File: src/rtl/rx_filter_defs.svh
// register offsets, field positions, reset values and timing for the receive type filter
`ifndef RX_FILTER_DEFS_SVH
`define RX_FILTER_DEFS_SVH
`define ADDR_FRAME_TYPE_FILTER_CFG 7'h01
`define ADDR_SOURCE_MATCH_CONTROL 7'h02
`define ADDR_SHORT_MATCH_ENABLE_LOW 7'h04
`define ADDR_SHORT_MATCH_ENABLE_MID 7'h05
`define ADDR_SHORT_MATCH_ENABLE_HIGH 7'h06
`define ADDR_FILTER_CONTROL 7'h10
`define ADDR_LONG_MATCH_ENABLE_LOW 7'h11
`define ADDR_LONG_MATCH_ENABLE_MID 7'h12
`define ADDR_LONG_MATCH_ENABLE_HIGH 7'h13
`define ADDR_SHORT_PENDING_LOW 7'h14
`define ADDR_SHORT_PENDING_MID 7'h15
`define ADDR_SHORT_PENDING_HIGH 7'h16
`define ADDR_LONG_PENDING_LOW 7'h17
`define ADDR_LONG_PENDING_MID 7'h18
`define ADDR_LONG_PENDING_HIGH 7'h19
`define ADDR_FILTER_STATUS 7'h1A
`define RST_FRAME_TYPE_FILTER_CFG 8'h78
`define RST_SOURCE_MATCH_CONTROL 8'h07
`define RST_FILTER_CONTROL 8'h01
`define RST_ZERO_BYTE 8'h00
`define BIT_ACCEPT_RESERVED 7
`define BIT_ACCEPT_COMMAND 6
`define BIT_ACCEPT_ACK 5
`define BIT_ACCEPT_PAYLOAD 4
`define BIT_ACCEPT_BEACON 3
`define BIT_MOD_HI 2
`define BIT_MOD_LO 1
`define BIT_PEND_REQ_ONLY 2
`define BIT_AUTO_PEND 1
`define BIT_SRC_MATCH 0
`define BIT_FILTER_EN 0
`define MASK_FILTER_CFG 8'hFE
`define MASK_SRC_CTRL 8'h07
`define MASK_FILTER_CTRL 8'h01
`define FT_BEACON 3'h0
`define FT_DATA 3'h1
`define FT_ACK 3'h2
`define FT_COMMAND 3'h3
`define MOD_KEEP 2'h0
`define MOD_INVERT 2'h1
`define MOD_CLEAR 2'h2
`define MOD_SET 2'h3
`define DATA_REQUEST_ID 8'h04
`define MATCH_ENTRIES 24
`define MATCH_WAIT_CYCLES 2
`endif

File: src/rtl/rx_filter_pkg.sv
// types shared by the receive type filter files
package rx_filter_pkg;
  // one frame decision request from the receive path
  typedef struct packed {
    logic valid;
    logic [15:0] frame_control;
    logic [7:0] command_id;
    logic src_is_long;
    logic [4:0] match_index;
    logic match_hit;
  } frame_req_t;
  // decision returned for the frame
  typedef struct packed {
    logic valid;
    logic accept;
    logic pending;
    logic [15:0] fifo_control;
  } frame_res_t;
  // register port carrier
  typedef struct packed {
    logic [6:0] addr;
    logic [7:0] wdata;
    logic wr;
    logic rd;
  } reg_req_t;
  typedef enum logic [2:0] {
    ST_IDLE = 3'b001,
    ST_LOOKUP = 3'b010,
    ST_DONE = 3'b100
  } dec_state_t;
endpackage : rx_filter_pkg

File: src/rtl/rx_match_enable_mem.sv
// table of per-entry enable and pending bits with registered lookup
`timescale 1ns/1ps
`default_nettype none
`include "rx_filter_defs.svh"
module rx_match_enable_mem (
  input wire logic i_clk,
  input wire logic i_rst,
  input wire logic [1:0] i_wr_sel, // 0 short en, 1 long en, 2 short pend, 3 long pend
  input wire logic [1:0] i_wr_byte,
  input wire logic i_wr,
  input wire logic [7:0] i_wr_data,
  input wire logic i_lk_long,
  input wire logic [4:0] i_lk_index,
  output logic o_lk_enabled,
  output logic [95:0] o_words
);
  // all four 24-bit words packed together
  typedef struct packed {
    logic [3:0][23:0] word;
    logic lk;
  } mem_state_t;
  mem_state_t s_q;
  mem_state_t s_d;
  // byte writes go into one word lane, lookup reads enable and pending together
  always_comb begin
    s_d = s_q;
    for (int w = 0; w < 4; w++) begin
      for (int b = 0; b < 3; b++) begin
        if (i_wr && i_wr_sel == w[1:0] && i_wr_byte == b[1:0]) begin
          s_d.word[w][b*8 +: 8] = i_wr_data;
        end
      end
    end
    if (i_lk_index >= 5'd24) begin
      s_d.lk = 1'b0;
    end else if (i_lk_long) begin
      s_d.lk = s_q.word[1][i_lk_index] & s_q.word[3][i_lk_index];
    end else begin
      s_d.lk = s_q.word[0][i_lk_index] & s_q.word[2][i_lk_index];
    end
  end
  // state register
  always_ff @(posedge i_clk or posedge i_rst) begin
    if (i_rst) begin
      s_q <= '0;
    end else begin
      s_q <= s_d;
    end
  end
  assign o_lk_enabled = s_q.lk;
  assign o_words = s_q.word;
endmodule : rx_match_enable_mem
`default_nettype wire

File: src/rtl/rx_frame_type_filter_auto_pending_enable.sv
// frame type filter, type modifier and automatic pending decision
//
// The address-and-strobe port was chosen for this implementation.
`timescale 1ns/1ps
`default_nettype none
`include "rx_filter_defs.svh"
// Functional notes
// reserved types rejected unless accept set
// command frames gated by command accept
// ack frames gated by ack accept
// data frames gated by payload accept
// beacon frames gated by beacon accept
// modifier alters type msb before filtering
// fifo keeps original type field
// software writes reserved bits zero
// auto pending needs filter, match, auto_pending_enable
// request-only also needs data request command
// match needs entry enable and pending
// matching only when match enable set
// 24-bit short enable in three bytes
// software clears enable while rewriting entry
// filter disabled ignores all these settings
// type taken from control field low bits
// otherwise pending flag stays cleared
module rx_frame_type_filter_auto_pending_enable (
  input wire logic i_clk,
  input wire logic i_rst,
  input wire logic [6:0] i_addr,
  input wire logic [7:0] i_wdata,
  input wire logic i_wr,
  input wire logic i_rd,
  output logic [7:0] o_rdata,
  input wire rx_filter_pkg::frame_req_t i_frame,
  output rx_filter_pkg::frame_res_t o_result,
  output logic o_busy
);
  // all block state
  typedef struct packed {
    logic [7:0] type_cfg;
    logic [7:0] src_ctrl;
    logic [7:0] filt_ctrl;
    logic [7:0] rdata;
    rx_filter_pkg::dec_state_t state;
    logic [1:0] wait_cnt;
    logic [15:0] fc;
    logic accept;
    logic pend_cand;
    logic busy;
    rx_filter_pkg::frame_res_t res;
    logic [7:0] accepted_cnt;
    logic [7:0] rejected_cnt;
  } top_state_t;
  top_state_t s_q;
  top_state_t s_d;
  logic lk_enabled;
  logic [95:0] words;
  logic tbl_wr;
  logic [1:0] tbl_sel;
  logic [1:0] tbl_byte;
  logic [2:0] raw_type;
  logic [2:0] mod_type;
  logic type_ok;
  logic filter_on;
  logic pend_ok;
  // table write decode: offsets map to word lane and byte
  // lanes: 0 short enable, 1 long enable, 2 short pending, 3 long pending
  // the byte index gives the low byte the lowest offset of each word
  always_comb begin
    tbl_wr = 1'b0;
    tbl_sel = 2'h0;
    tbl_byte = 2'h0;
    case (i_addr)
      // short entry enable word, one bit per entry
      `ADDR_SHORT_MATCH_ENABLE_LOW: begin
        tbl_wr = i_wr;
        tbl_sel = 2'h0;
        tbl_byte = 2'h0;
      end
      `ADDR_SHORT_MATCH_ENABLE_MID: begin
        tbl_wr = i_wr;
        tbl_sel = 2'h0;
        tbl_byte = 2'h1;
      end
      `ADDR_SHORT_MATCH_ENABLE_HIGH: begin
        tbl_wr = i_wr;
        tbl_sel = 2'h0;
        tbl_byte = 2'h2;
      end
      // long entry enable word, plain read and write
      `ADDR_LONG_MATCH_ENABLE_LOW: begin
        tbl_wr = i_wr;
        tbl_sel = 2'h1;
        tbl_byte = 2'h0;
      end
      `ADDR_LONG_MATCH_ENABLE_MID: begin
        tbl_wr = i_wr;
        tbl_sel = 2'h1;
        tbl_byte = 2'h1;
      end
      `ADDR_LONG_MATCH_ENABLE_HIGH: begin
        tbl_wr = i_wr;
        tbl_sel = 2'h1;
        tbl_byte = 2'h2;
      end
      // short entry pending word
      `ADDR_SHORT_PENDING_LOW: begin
        tbl_wr = i_wr;
        tbl_sel = 2'h2;
        tbl_byte = 2'h0;
      end
      `ADDR_SHORT_PENDING_MID: begin
        tbl_wr = i_wr;
        tbl_sel = 2'h2;
        tbl_byte = 2'h1;
      end
      `ADDR_SHORT_PENDING_HIGH: begin
        tbl_wr = i_wr;
        tbl_sel = 2'h2;
        tbl_byte = 2'h2;
      end
      // long entry pending word
      `ADDR_LONG_PENDING_LOW: begin
        tbl_wr = i_wr;
        tbl_sel = 2'h3;
        tbl_byte = 2'h0;
      end
      `ADDR_LONG_PENDING_MID: begin
        tbl_wr = i_wr;
        tbl_sel = 2'h3;
        tbl_byte = 2'h1;
      end
      `ADDR_LONG_PENDING_HIGH: begin
        tbl_wr = i_wr;
        tbl_sel = 2'h3;
        tbl_byte = 2'h2;
      end
      // any other offset leaves the table alone
      default: begin
        tbl_wr = 1'b0;
      end
    endcase
  end
  // enable and pending bit table
  rx_match_enable_mem u_mem (
    .i_clk(i_clk),
    .i_rst(i_rst),
    .i_wr_sel(tbl_sel),
    .i_wr_byte(tbl_byte),
    .i_wr(tbl_wr),
    .i_wr_data(i_wdata),
    .i_lk_long(i_frame.src_is_long),
    .i_lk_index(i_frame.match_index),
    .o_lk_enabled(lk_enabled),
    .o_words(words)
  );
  // type extraction, modification and per-type acceptance
  always_comb begin
    filter_on = s_q.filt_ctrl[`BIT_FILTER_EN];
    raw_type = i_frame.frame_control[2:0];
    mod_type = raw_type;
    case (s_q.type_cfg[`BIT_MOD_HI:`BIT_MOD_LO])
      `MOD_KEEP: mod_type[2] = raw_type[2];
      `MOD_INVERT: mod_type[2] = ~raw_type[2];
      `MOD_CLEAR: mod_type[2] = 1'b0;
      `MOD_SET: mod_type[2] = 1'b1;
      default: mod_type[2] = raw_type[2];
    endcase
    if (mod_type[2]) begin
      type_ok = s_q.type_cfg[`BIT_ACCEPT_RESERVED];
    end else begin
      case (mod_type)
        `FT_COMMAND: type_ok = s_q.type_cfg[`BIT_ACCEPT_COMMAND];
        `FT_ACK: type_ok = s_q.type_cfg[`BIT_ACCEPT_ACK];
        `FT_DATA: type_ok = s_q.type_cfg[`BIT_ACCEPT_PAYLOAD];
        `FT_BEACON: type_ok = s_q.type_cfg[`BIT_ACCEPT_BEACON];
        default: type_ok = 1'b0;
      endcase
    end
    // pending candidate from controls and command check, table hit joins later
    pend_ok = filter_on
      & s_q.src_ctrl[`BIT_SRC_MATCH]
      & s_q.src_ctrl[`BIT_AUTO_PEND]
      & i_frame.match_hit
      & (~s_q.src_ctrl[`BIT_PEND_REQ_ONLY]
         | (raw_type == `FT_COMMAND && i_frame.command_id == `DATA_REQUEST_ID));
  end
  // registers, read port and decision sequence
  always_comb begin
    s_d = s_q;
    s_d.rdata = 8'h00;
    s_d.res.valid = 1'b0;
    if (i_wr) begin
      case (i_addr)
        `ADDR_FRAME_TYPE_FILTER_CFG: s_d.type_cfg = i_wdata & `MASK_FILTER_CFG;
        `ADDR_SOURCE_MATCH_CONTROL: s_d.src_ctrl = i_wdata & `MASK_SRC_CTRL;
        `ADDR_FILTER_CONTROL: s_d.filt_ctrl = i_wdata & `MASK_FILTER_CTRL;
        default: s_d.filt_ctrl = s_q.filt_ctrl;
      endcase
    end
    if (i_rd) begin
      case (i_addr)
        `ADDR_FRAME_TYPE_FILTER_CFG: s_d.rdata = s_q.type_cfg;
        `ADDR_SOURCE_MATCH_CONTROL: s_d.rdata = s_q.src_ctrl;
        `ADDR_SHORT_MATCH_ENABLE_LOW: s_d.rdata = words[7:0];
        `ADDR_SHORT_MATCH_ENABLE_MID: s_d.rdata = words[15:8];
        `ADDR_SHORT_MATCH_ENABLE_HIGH: s_d.rdata = words[23:16];
        `ADDR_FILTER_CONTROL: s_d.rdata = s_q.filt_ctrl;
        `ADDR_LONG_MATCH_ENABLE_LOW: s_d.rdata = words[31:24];
        `ADDR_LONG_MATCH_ENABLE_MID: s_d.rdata = words[39:32];
        `ADDR_LONG_MATCH_ENABLE_HIGH: s_d.rdata = words[47:40];
        `ADDR_SHORT_PENDING_LOW: s_d.rdata = words[55:48];
        `ADDR_SHORT_PENDING_MID: s_d.rdata = words[63:56];
        `ADDR_SHORT_PENDING_HIGH: s_d.rdata = words[71:64];
        `ADDR_LONG_PENDING_LOW: s_d.rdata = words[79:72];
        `ADDR_LONG_PENDING_MID: s_d.rdata = words[87:80];
        `ADDR_LONG_PENDING_HIGH: s_d.rdata = words[95:88];
        `ADDR_FILTER_STATUS: s_d.rdata = {s_q.accepted_cnt[3:0], s_q.rejected_cnt[3:0]};
        default: s_d.rdata = 8'h00;
      endcase
    end
    case (s_q.state)
      rx_filter_pkg::ST_IDLE: begin
        // frame taken only when idle; capture decision inputs
        if (i_frame.valid) begin
          s_d.fc = i_frame.frame_control;
          s_d.accept = filter_on ? type_ok : 1'b1;
          s_d.pend_cand = pend_ok;
          s_d.busy = 1'b1;
          s_d.wait_cnt = 2'(`MATCH_WAIT_CYCLES - 1);
          s_d.state = rx_filter_pkg::ST_LOOKUP;
        end
      end
      rx_filter_pkg::ST_LOOKUP: begin
        // the lookup register follows the live index, which the receive path
        // may change after the take, so its bit is captured in the first cycle
        if (s_q.wait_cnt == 2'h0) begin
          // publish result; fifo copy is the unmodified control field
          s_d.res.valid = 1'b1;
          s_d.res.accept = s_q.accept;
          s_d.res.pending = s_q.pend_cand;
          s_d.res.fifo_control = s_q.fc;
          s_d.state = rx_filter_pkg::ST_DONE;
        end else begin
          if (s_q.wait_cnt == 2'(`MATCH_WAIT_CYCLES - 1)) begin
            s_d.pend_cand = s_q.pend_cand & lk_enabled;
          end
          s_d.wait_cnt = s_q.wait_cnt - 2'h1;
        end
      end
      rx_filter_pkg::ST_DONE: begin
        // busy drops here, so a frame offered in this cycle is refused
        if (s_q.accept) begin
          s_d.accepted_cnt = s_q.accepted_cnt + 8'h01;
        end else begin
          s_d.rejected_cnt = s_q.rejected_cnt + 8'h01;
        end
        s_d.busy = 1'b0;
        s_d.state = rx_filter_pkg::ST_IDLE;
      end
      default: begin
        s_d.state = rx_filter_pkg::ST_IDLE;
        s_d.busy = 1'b0;
      end
    endcase
  end
  // state register with documented reset values
  always_ff @(posedge i_clk or posedge i_rst) begin
    if (i_rst) begin
      s_q <= '0;
      s_q.type_cfg <= `RST_FRAME_TYPE_FILTER_CFG;
      s_q.src_ctrl <= `RST_SOURCE_MATCH_CONTROL;
      s_q.filt_ctrl <= `RST_FILTER_CONTROL;
      s_q.state <= rx_filter_pkg::ST_IDLE;
    end else begin
      s_q <= s_d;
    end
  end
  assign o_rdata = s_q.rdata;
  assign o_result = s_q.res;
  assign o_busy = s_q.busy;
endmodule : rx_frame_type_filter_auto_pending_enable
`default_nettype wire

File: config.mk
export PLATFORM = sky130hd
export DESIGN_NAME = rx_frame_type_filter_auto_pending_enable
export DESIGN_NICKNAME = d
export VERILOG_FILES = /design/src/rtl/rx_filter_pkg.sv /design/src/rtl/rx_match_enable_mem.sv /design/src/rtl/rx_frame_type_filter_auto_pending_enable.sv
export VERILOG_INCLUDE_DIRS = /design/src /design/src/rtl
export SDC_FILE = /design/constraint.sdc
export NUM_CORES = 1
export LEC_CHECK = 0
export BUFFER_PORTS_ARGS = -buffer_cell sky130_fd_sc_hd__buf_4
export CAP_MARGIN = 20
export CELL_PAD_IN_SITES_DETAIL_PLACEMENT = 1
export CELL_PAD_IN_SITES_GLOBAL_PLACEMENT = 2
export CORE_MARGIN = 5
export CORE_UTILIZATION = 40
export DETAILED_ROUTE_END_ITERATION = 6
export PLACE_DENSITY_LB_ADDON = 0.1
export REMOVE_ABC_BUFFERS = 1
export SLEW_MARGIN = 20
export SYNTH_ARGS = -nofsm -noshare
export SYNTH_HDL_FRONTEND = slang
export SYNTH_SLANG_ARGS = --single-unit
File: constraint.sdc
create_clock -name i_clk -period 7.4 [get_ports i_clk]
set_clock_uncertainty 0.15 [all_clocks]
set_input_delay 1.48 -clock i_clk [delete_from_list [all_inputs] [get_ports i_clk]]
set_output_delay 1.48 -clock i_clk [all_outputs]
set_load 0.02 [all_outputs]
==> reports/qor.yml, run 1 <==
setup_path:
  crit_fanout: 42
  critical_path.max_stage_delay_ns: 0.84
  r2r_cells: 3
  arrival_ns: 4.17
  critPathCaptureType: "flip-flop"
  critical_path_required_ns: 7.56
  reg2reg_from: "s_q[56]"
  crit_buf_inv: 2
  path_cells: "buf_4 -> clkinv_1 -> nor3_1 -> o21ai_1 -> nor2_1 -> mux2_2"
  crit_path_start: "i_addr[1]"
  critical_path.slowest_cell: "nor2_1"
  path_delay_family: "simple AND/OR/NAND/NOR gates"
  crit_type: "primary input to flip-flop"
  path_depth: 6
  start_kind: "primary input"
floorplan:
  fp-row-count: 53
  io_pins: 79
  die_height_um: 156
  start_util_pct: 40.7
  dieArea_um2: 24400
  die_w_um: 156
  fp.coreArea_um2: 21000
synthesis:
  avgSynthCellArea_um2: 11.7
  yosys.area_share.xor_xnor_pct: 1.13
  netlist_area_um2: 8550
  ys_types: 74
  synth-simple-area-share_pct: 11.8
  yosysTopAreaCell: "dfrtp_1"
  synth_top_family_by_area: "multiplexers"
  muxShareOfSynthArea_pct: 23.1
  synth_edf_count: 0
  synth_compound_area_share_pct: 9.48
  synth-async-reset-ratio_pct: 100
  yosysSeqAreaShare_pct: 49.0
  synth-seq-cells: 167
  ys.flop_type: "dfrtp_1"
  synth_top_area_share_pct: 46.2
  synthCells: 729
  ys_warn_count: 0
  synthAdderAreaFrac_pct: 0.585
  synth_area_leaders: "dfrtp_1, mux2_2, dfstp_2"
layout:
  syn_to_final_growth_pct: 14.2
  final_cell_area_um2: 9760
  antenna_cells: 0
  layout_commonest_cell: "dfrtp_1"
  drive_gt1_share_pct: 38.6
  final_cells: 1048
  fill_cells: 2201
  fin_nets: 815
  layout_common_cells: "dfrtp_1, mux2_2, buf_4, nand2_1, nand3_1"
clocking:
  cts_setup_buffers: 0
  cts.sinks: 167
  clk_pin_slew_ns: 0.07
  clock_latency_ns: 0.43
  cts_resized: 0
  cts_tree: "built"
  cts-root-buf: "clkbuf_16"
  ctsHoldBuffers: 0
  clock_path_buffers: 2
  htree_num_levels: 4
  cts_buffers: 17
power_and_ir_drop:
  power_switching_share_pct: 28.7
  seq_power_share_pct: 45.1
  power_w: 0.00257
  vdd_ir_drop_max_mv: 0.149
  p_leak_nw: 4.29
  clock_power_share_pct: 37.0
  p_int_w: 0.00183
  p_per_area_nw_per_um2: 263
  combinationalPowerShare_pct: 17.9
  switchingPower_w: 0.000739
global_route:
  grt_max_degree: 107
  grtUsageTotal_pct: 22.9
  antenna_found_initial: 1
  grt_pass1_wl_um: 42300
  grt_pass1_vias: 6704
  overflow: 0
placement:
  place_congestion: 0.906
  hpwl_um: 19600
  place_area_um2: 9140
  port_buffers: 78
  placedCellCount: 1016
drt:
  routedWlPerCell_um: 26.0
  drt_first_iter_violations: 349
  vias: 6205
  drt-total-wl_um: 27300
  routed_via_density: 5.92
  drc: 0
  dr.pass1.iters: 5
  drtAntennaViolNets: 0
sta:
  final-setup-viol-count: 0
  hold_viol_final: 0
  slew_viol_final: 0
  holdWs_ns: 0.350
  rsz0062_at_grt: "false"
  fin_setup_tns_ns: 0
  relSlewSlack_pct: 31.9
  worst_pin_slew_ns: 1.02
  min_period_ns: 4.00
  fmax_mhz: 250
  finalCritPeriodShare_pct: 54.1
job:
  cap_violations: 0
hold_path:
  hold_depth: 1
  min-delay-path-class: "flip-flop to flip-flop"
  hp-start: "s_q[36]"
run_status:
  status: "finished clean"
## sequential cells by signal, indices dropped and copies added, names as in the netlist
| name | count |
|---|---|
| u_mem.o_words | 96 |
| o_rdata | 8 |
| o_result | 19 |
| filter_on | 1 |
| u_mem.o_lk_enabled | 1 |
| s_q | 41 |
| o_busy | 1 |
## area by class of cell
| type | count | area (um2) | share of cell area [%] |
|---|---|---|---|
| clock buffers | 18 | 439 | 4.50 |
| clock inverters | 14 | 185 | 1.90 |
| inverters | 8 | 35.0 | 0.359 |
| multi-input cells | 483 | 3950 | 40.4 |
| flip-flops and latches | 167 | 4190 | 42.9 |
| well taps | 275 | 344 | 3.52 |
| repair buffers | 83 | 623 | 6.38 |
## Yosys cell counts, types with 6 or more instances
cell,count
dfrtp_1,158
mux2_2,142
nand2_1,50
nand3_1,33
clkbuf_1,31
buf_4,27
nor2_1,21
o21ai_0,19
a21oi_1,18
nand4_1,13
a31oi_1,12
mux2i_1,12
a22oi_1,11
dfstp_2,9
o22ai_1,9
and3_1,8
mux2_4,8
xnor2_1,8
nor2b_1,7
buf_2,6
inv_1,6
mux4_2,6
nand2b_1,6
## worst paths after layout
check | endpoint | slack, ns
setup / recovery | u_mem.o_words[90] | 3.40
hold / removal | s_q[36] | 0.35
setup reg to reg | s_q[50] | 5.08
hold reg to reg | s_q[36] | 0.35
max in group asynchronous | s_q[85] | 4.55
min in group asynchronous | s_q[57] | 1.13
## worst register-to-register path, stage by stage (launching register included)
cell	delay, ns
dfstp_2	0.57
nand3b_1	0.22
nor2_2	0.82
mux2_2	0.44
## cell families (layout without fill, tap and decap cells)
family / Yosys count / count (layout)
simple gates: 184 / 184
xor+xnor: 11 / 11
flops: 167 / 167
mux: 168 / 168
fa+ha+maj: 4 / 4
compound gates: 116 / 116
buf+inv: 79 / 123
## power by group through the flow
stage	clock [W]	combinational, W	sequential (W)
6_report	0.000950	0.000461	0.00116
5_1_grt	0.00101	0.000504	0.00118
4_1_cts	0.000975	0.000469	0.00116
3_5_place_dp	0	0.000467	0.00118
3_3_place_gp	0	0.000452	0.00116
2_1_floorplan	0	0.000235	0.00119
## through the flow
step	setup WS, ns	utilization (%)
after global routing	3.23	46.4
after global placement	3.01	43.5
final	3.40	46.4
after CTS	3.40	46.4
after detailed placement	3.02	43.5
after floorplan	1.27	-
## layer usage
layer	vias to the layer above	track usage (%)	share of wire [%]
met1	3214	31.5	45
met4	2	7.27	2.3
met3	46	4.69	5.7
met5	-	0	0.048
li1	2745	-	-
met2	198	36.6	47
Note: power is estimated with default switching activity, not from simulation.
==> inputs of run 2 (changes only) <==
Settings changed: ABC_AREA set to 1, CORE_UTILIZATION 40 to 32.
Clock period 7.4 ns to 3.4 ns, I/O delays scaled along.
==> run 2 against run 1 <==
Non-clock buffer count is 27 higher. Total power is 120% higher. Clock power increased by 110%. First-iteration DRC count is 83% higher. Final area increased by 4.9%. Count of clock-buffer cells in the layout decreased by 1. Die area increased by 26%. Worst hold slack lost 0.18 ns. Area after synthesis grew 2.7%. Register-to-register slack lost 3.7 ns. Global-route usage fell by 0.54 points. Sequential power rose by 120%. Largest cell class unchanged.
==> reports/qor.yml, run 2 <==
layout:
  syn_to_final_growth_pct: 16.7
  antenna_cells: 0  # unchanged
  utilization_pct: 38.0  # -8.4 points
  fin_nets: 1201  # +47%
  layout_commonest_cell: "nand2_1"
  layout_common_cells: "nand2_1, dfrtp_1, nand3_1, buf_4, nand4_1"
  drive_gt1_share_pct: 18.4  # -20 points
  largest_reg_flops: 96  # unchanged
job:
  cap_violations: 0  # unchanged
drt:
  routed_via_density: 5.37  # -9.3%
  dr.pass1.iters: 5  # unchanged
  top_layer_used: "met4"
  routedWlPerCell_um: 22.9  # -12%
  drt_first_iter_violations: 637  # +83%
  wirelength_met1_um: 16700  # +37%
  vias: 8055  # +30%
  dr_wl_met2_um: 15700  # +22%
  drc: 0  # unchanged
  drt-total-wl_um: 34300  # +26%
  wl_met3_um: 1320  # -15%
  drtAntennaViolNets: 0  # unchanged
setup_path:
  crit_fanout: 36  # -14%
  crit_buf_inv: 2  # unchanged
  critical_path.max_stage_delay_ns: 0.74  # -0.10 ns
  critical_path_required_ns: 3.57  # -3.99 ns
  path_depth: 11  # +5
  r2r_cells: 5  # +2
  crit_path_frequent_cell: "nand2_1"
  critPathCaptureType: "flip-flop"
  crit_type: "primary input to flip-flop"
  path_cells: "buf_4 -> inv_1 -> nor2_1 -> nand2_1 -> nor2_2 -> nor2_1 -> nand3_2 -> nor2_4 -> nand4_2 -> nand2_1 -> nand2_1"
  critical_path.slowest_cell: "nor2_4"
  path_delay_family: "simple AND/OR/NAND/NOR gates"
  start_kind: "primary input"
  arrival_ns: 2.86  # -1.31 ns
synthesis:
  synth_top_family_by_area: "simple AND/OR/NAND/NOR gates"
  synth-simple-area-share_pct: 37.3  # +26 points
  synth_area_leaders: "dfrtp_1, nand2_1, nand3_1"
  ys.flop_type: "dfrtp_1"
  synthCells: 1097  # +50%
  yosys.area_share.xor_xnor_pct: 0.698  # -0.43 points
  synth_edf_count: 0  # unchanged
  ys_types: 38  # -49%
  yosysTopAreaCell: "dfrtp_1"
  synthAdderAreaFrac_pct: 0.570  # -0.015 points
  avgSynthCellArea_um2: 8.00  # -32%
  synth_top_area_share_pct: 45.0  # -1.2 points
  yosysMostFrequentCell: "nand2_1"
  netlist_area_um2: 8780  # +2.7%
  muxShareOfSynthArea_pct: 2.82  # -20 points
  ys_warn_count: 0  # unchanged
  yosys-top-cells-count: "nand2_1, dfrtp_1, nand3_1"
  synth-async-reset-ratio_pct: 100  # unchanged
  synth_compound_area_share_pct: 3.76  # -5.7 points
  synth-seq-cells: 167  # unchanged
  yosysSeqAreaShare_pct: 47.7  # -1.3 points
sta:
  slew_viol_final: 0  # unchanged
  relSlewSlack_pct: 35.0  # +3.1 points
  hold_viol_final: 0  # unchanged
  min_period_ns: 2.69
  worst_pin_slew_ns: 0.974  # -0.0434 ns
  final-setup-viol-count: 0  # unchanged
  finalCritPeriodShare_pct: 79.1
  rsz0062_at_grt: "false"
  holdWs_ns: 0.168  # -0.182 ns
  fmax_mhz: 372
placement:
  place_congestion: 0.838  # -7.5%
  hpwl_um: 23900  # +22%
  port_buffers: 78  # unchanged
global_route:
  overflow: 0  # unchanged
  antenna_found_initial: 0  # -1
  grt_max_degree: 72  # -33%
  grt_pass1_wl_um: 52700  # +25%
  grtUsageTotal_pct: 22.4  # -0.54 points
  grt_pass1_vias: 8256  # +23%
floorplan:
  fp-row-count: 60  # +13%
  start_util_pct: 32.6  # -8.1 points
  dieArea_um2: 30800  # +26%
  fp.coreArea_um2: 27000  # +28%
  die_w_um: 176  # +12%
  io_pins: 79  # unchanged
  die_height_um: 176  # +12%
clocking:
  cts_resized: 0  # unchanged
  cts_buffers: 17  # unchanged
  clock_path_buffers: 2  # unchanged
  clock_latency_ns: 0.43  # about the same
  clk_pin_slew_ns: 0.08  # about the same
  cts.sinks: 167  # unchanged
  ctsHoldBuffers: 0  # unchanged
  cts_tree: "built"
  cts_setup_buffers: 0  # unchanged
  cts-root-buf: "clkbuf_16"
  htree_num_levels: 4  # unchanged
power_and_ir_drop:
  p_per_area_nw_per_um2: 553  # +110%
  vdd_ir_drop_max_mv: 0.300  # +100%
  power_w: 0.00566  # +120%
  p_leak_nw: 5.28  # +23%
hold_path:
  min-delay-path-class: "primary input to asynchronous set/reset pin"
run_status:
  status: "finished clean"
[run 2: cell types whose count changed after synthesis, sizes merged, moves of 9 or more]
cell | before | now
inv | 6 | 49
nand2 | 50 | 373
a21oi | 18 | 27
nand3 | 33 | 143
mux2 | 150 | 22
nor2 | 25 | 62
a22oi | 11 | 1
mux2i | 12 | 0
nand4 | 13 | 117
a31oi | 12 | 0
[run 2: cells by family (layout without fill, tap and decap cells)]
group                    count (synthesis)  after routing
multiplexers                            22             22
adder cells (fa/ha/maj)                  4              4
AO/OA/AOI/OAI                           60             60
XOR/XNOR                                 7              7
flip-flops                             167            167
buffers and inverters                  132            194
AND/OR/NAND/NOR                        705            705
[run 2: final timing paths]
kind                                 from           endpoint  slack (ns)
min in group i_clk                s_q[42]        o_result[4]        0.31
worst min register to register    s_q[42]        o_result[4]        0.31
worst max register to register    s_q[58]       o_result[17]        1.35
worst max-delay path            i_addr[2]  u_mem.o_words[78]        0.71
max in group asynchronous           i_rst            s_q[87]        2.09
worst min-delay path                i_rst  u_mem.o_words[13]        0.17
[run 2: area by class of cell]
cell class / instances / area [um2]
multi-input combinational: 798 / 3980
clock buffer: 17 / 425
timing repair buffer: 110 / 851
sequential: 167 / 4190
inverter: 52 / 200
fill: 3255 / 16700
tap: 341 / 427
clock inverter: 15 / 171
[run 2: routing by layer]
layer / GRT usage (%) / vias to the layer above
met5: 0 / -
met4: 5.39 / 0
met3: 3.47 / 30
met2: 35.5 / 191
met1: 32.2 / 4042
li1: - / 3792
[run 2: worst reg2reg max path, cell delays in order (launching register included)]
cell	delay (ns)
dfrtp_1	0.38
inv_1	0.07
nand3_1	0.27
nor2_2	0.23
clkinv_1	0.51
o21ai_0	0.33
[run 2: per-stage QoR]
stage,TNS [ns],instances,cell area [um2],worst slack [ns]
after CTS,0,1500,10200,0.741
after detailed placement,0,1468,9650,0.294
after global routing,0,1500,10200,0.547
after global placement,0,1468,9650,0.339
final,0,1500,10200,0.710
after floorplan,-441.71,1017,8350,-1.93
[run 2: power by group]
group / internal, W / total (W) / switching (W)
registers: 0.00231 / 0.00251 / 0.000205
logic: 0.000441 / 0.00114 / 0.000703
clock network: 0.000999 / 0.00201 / 0.00101
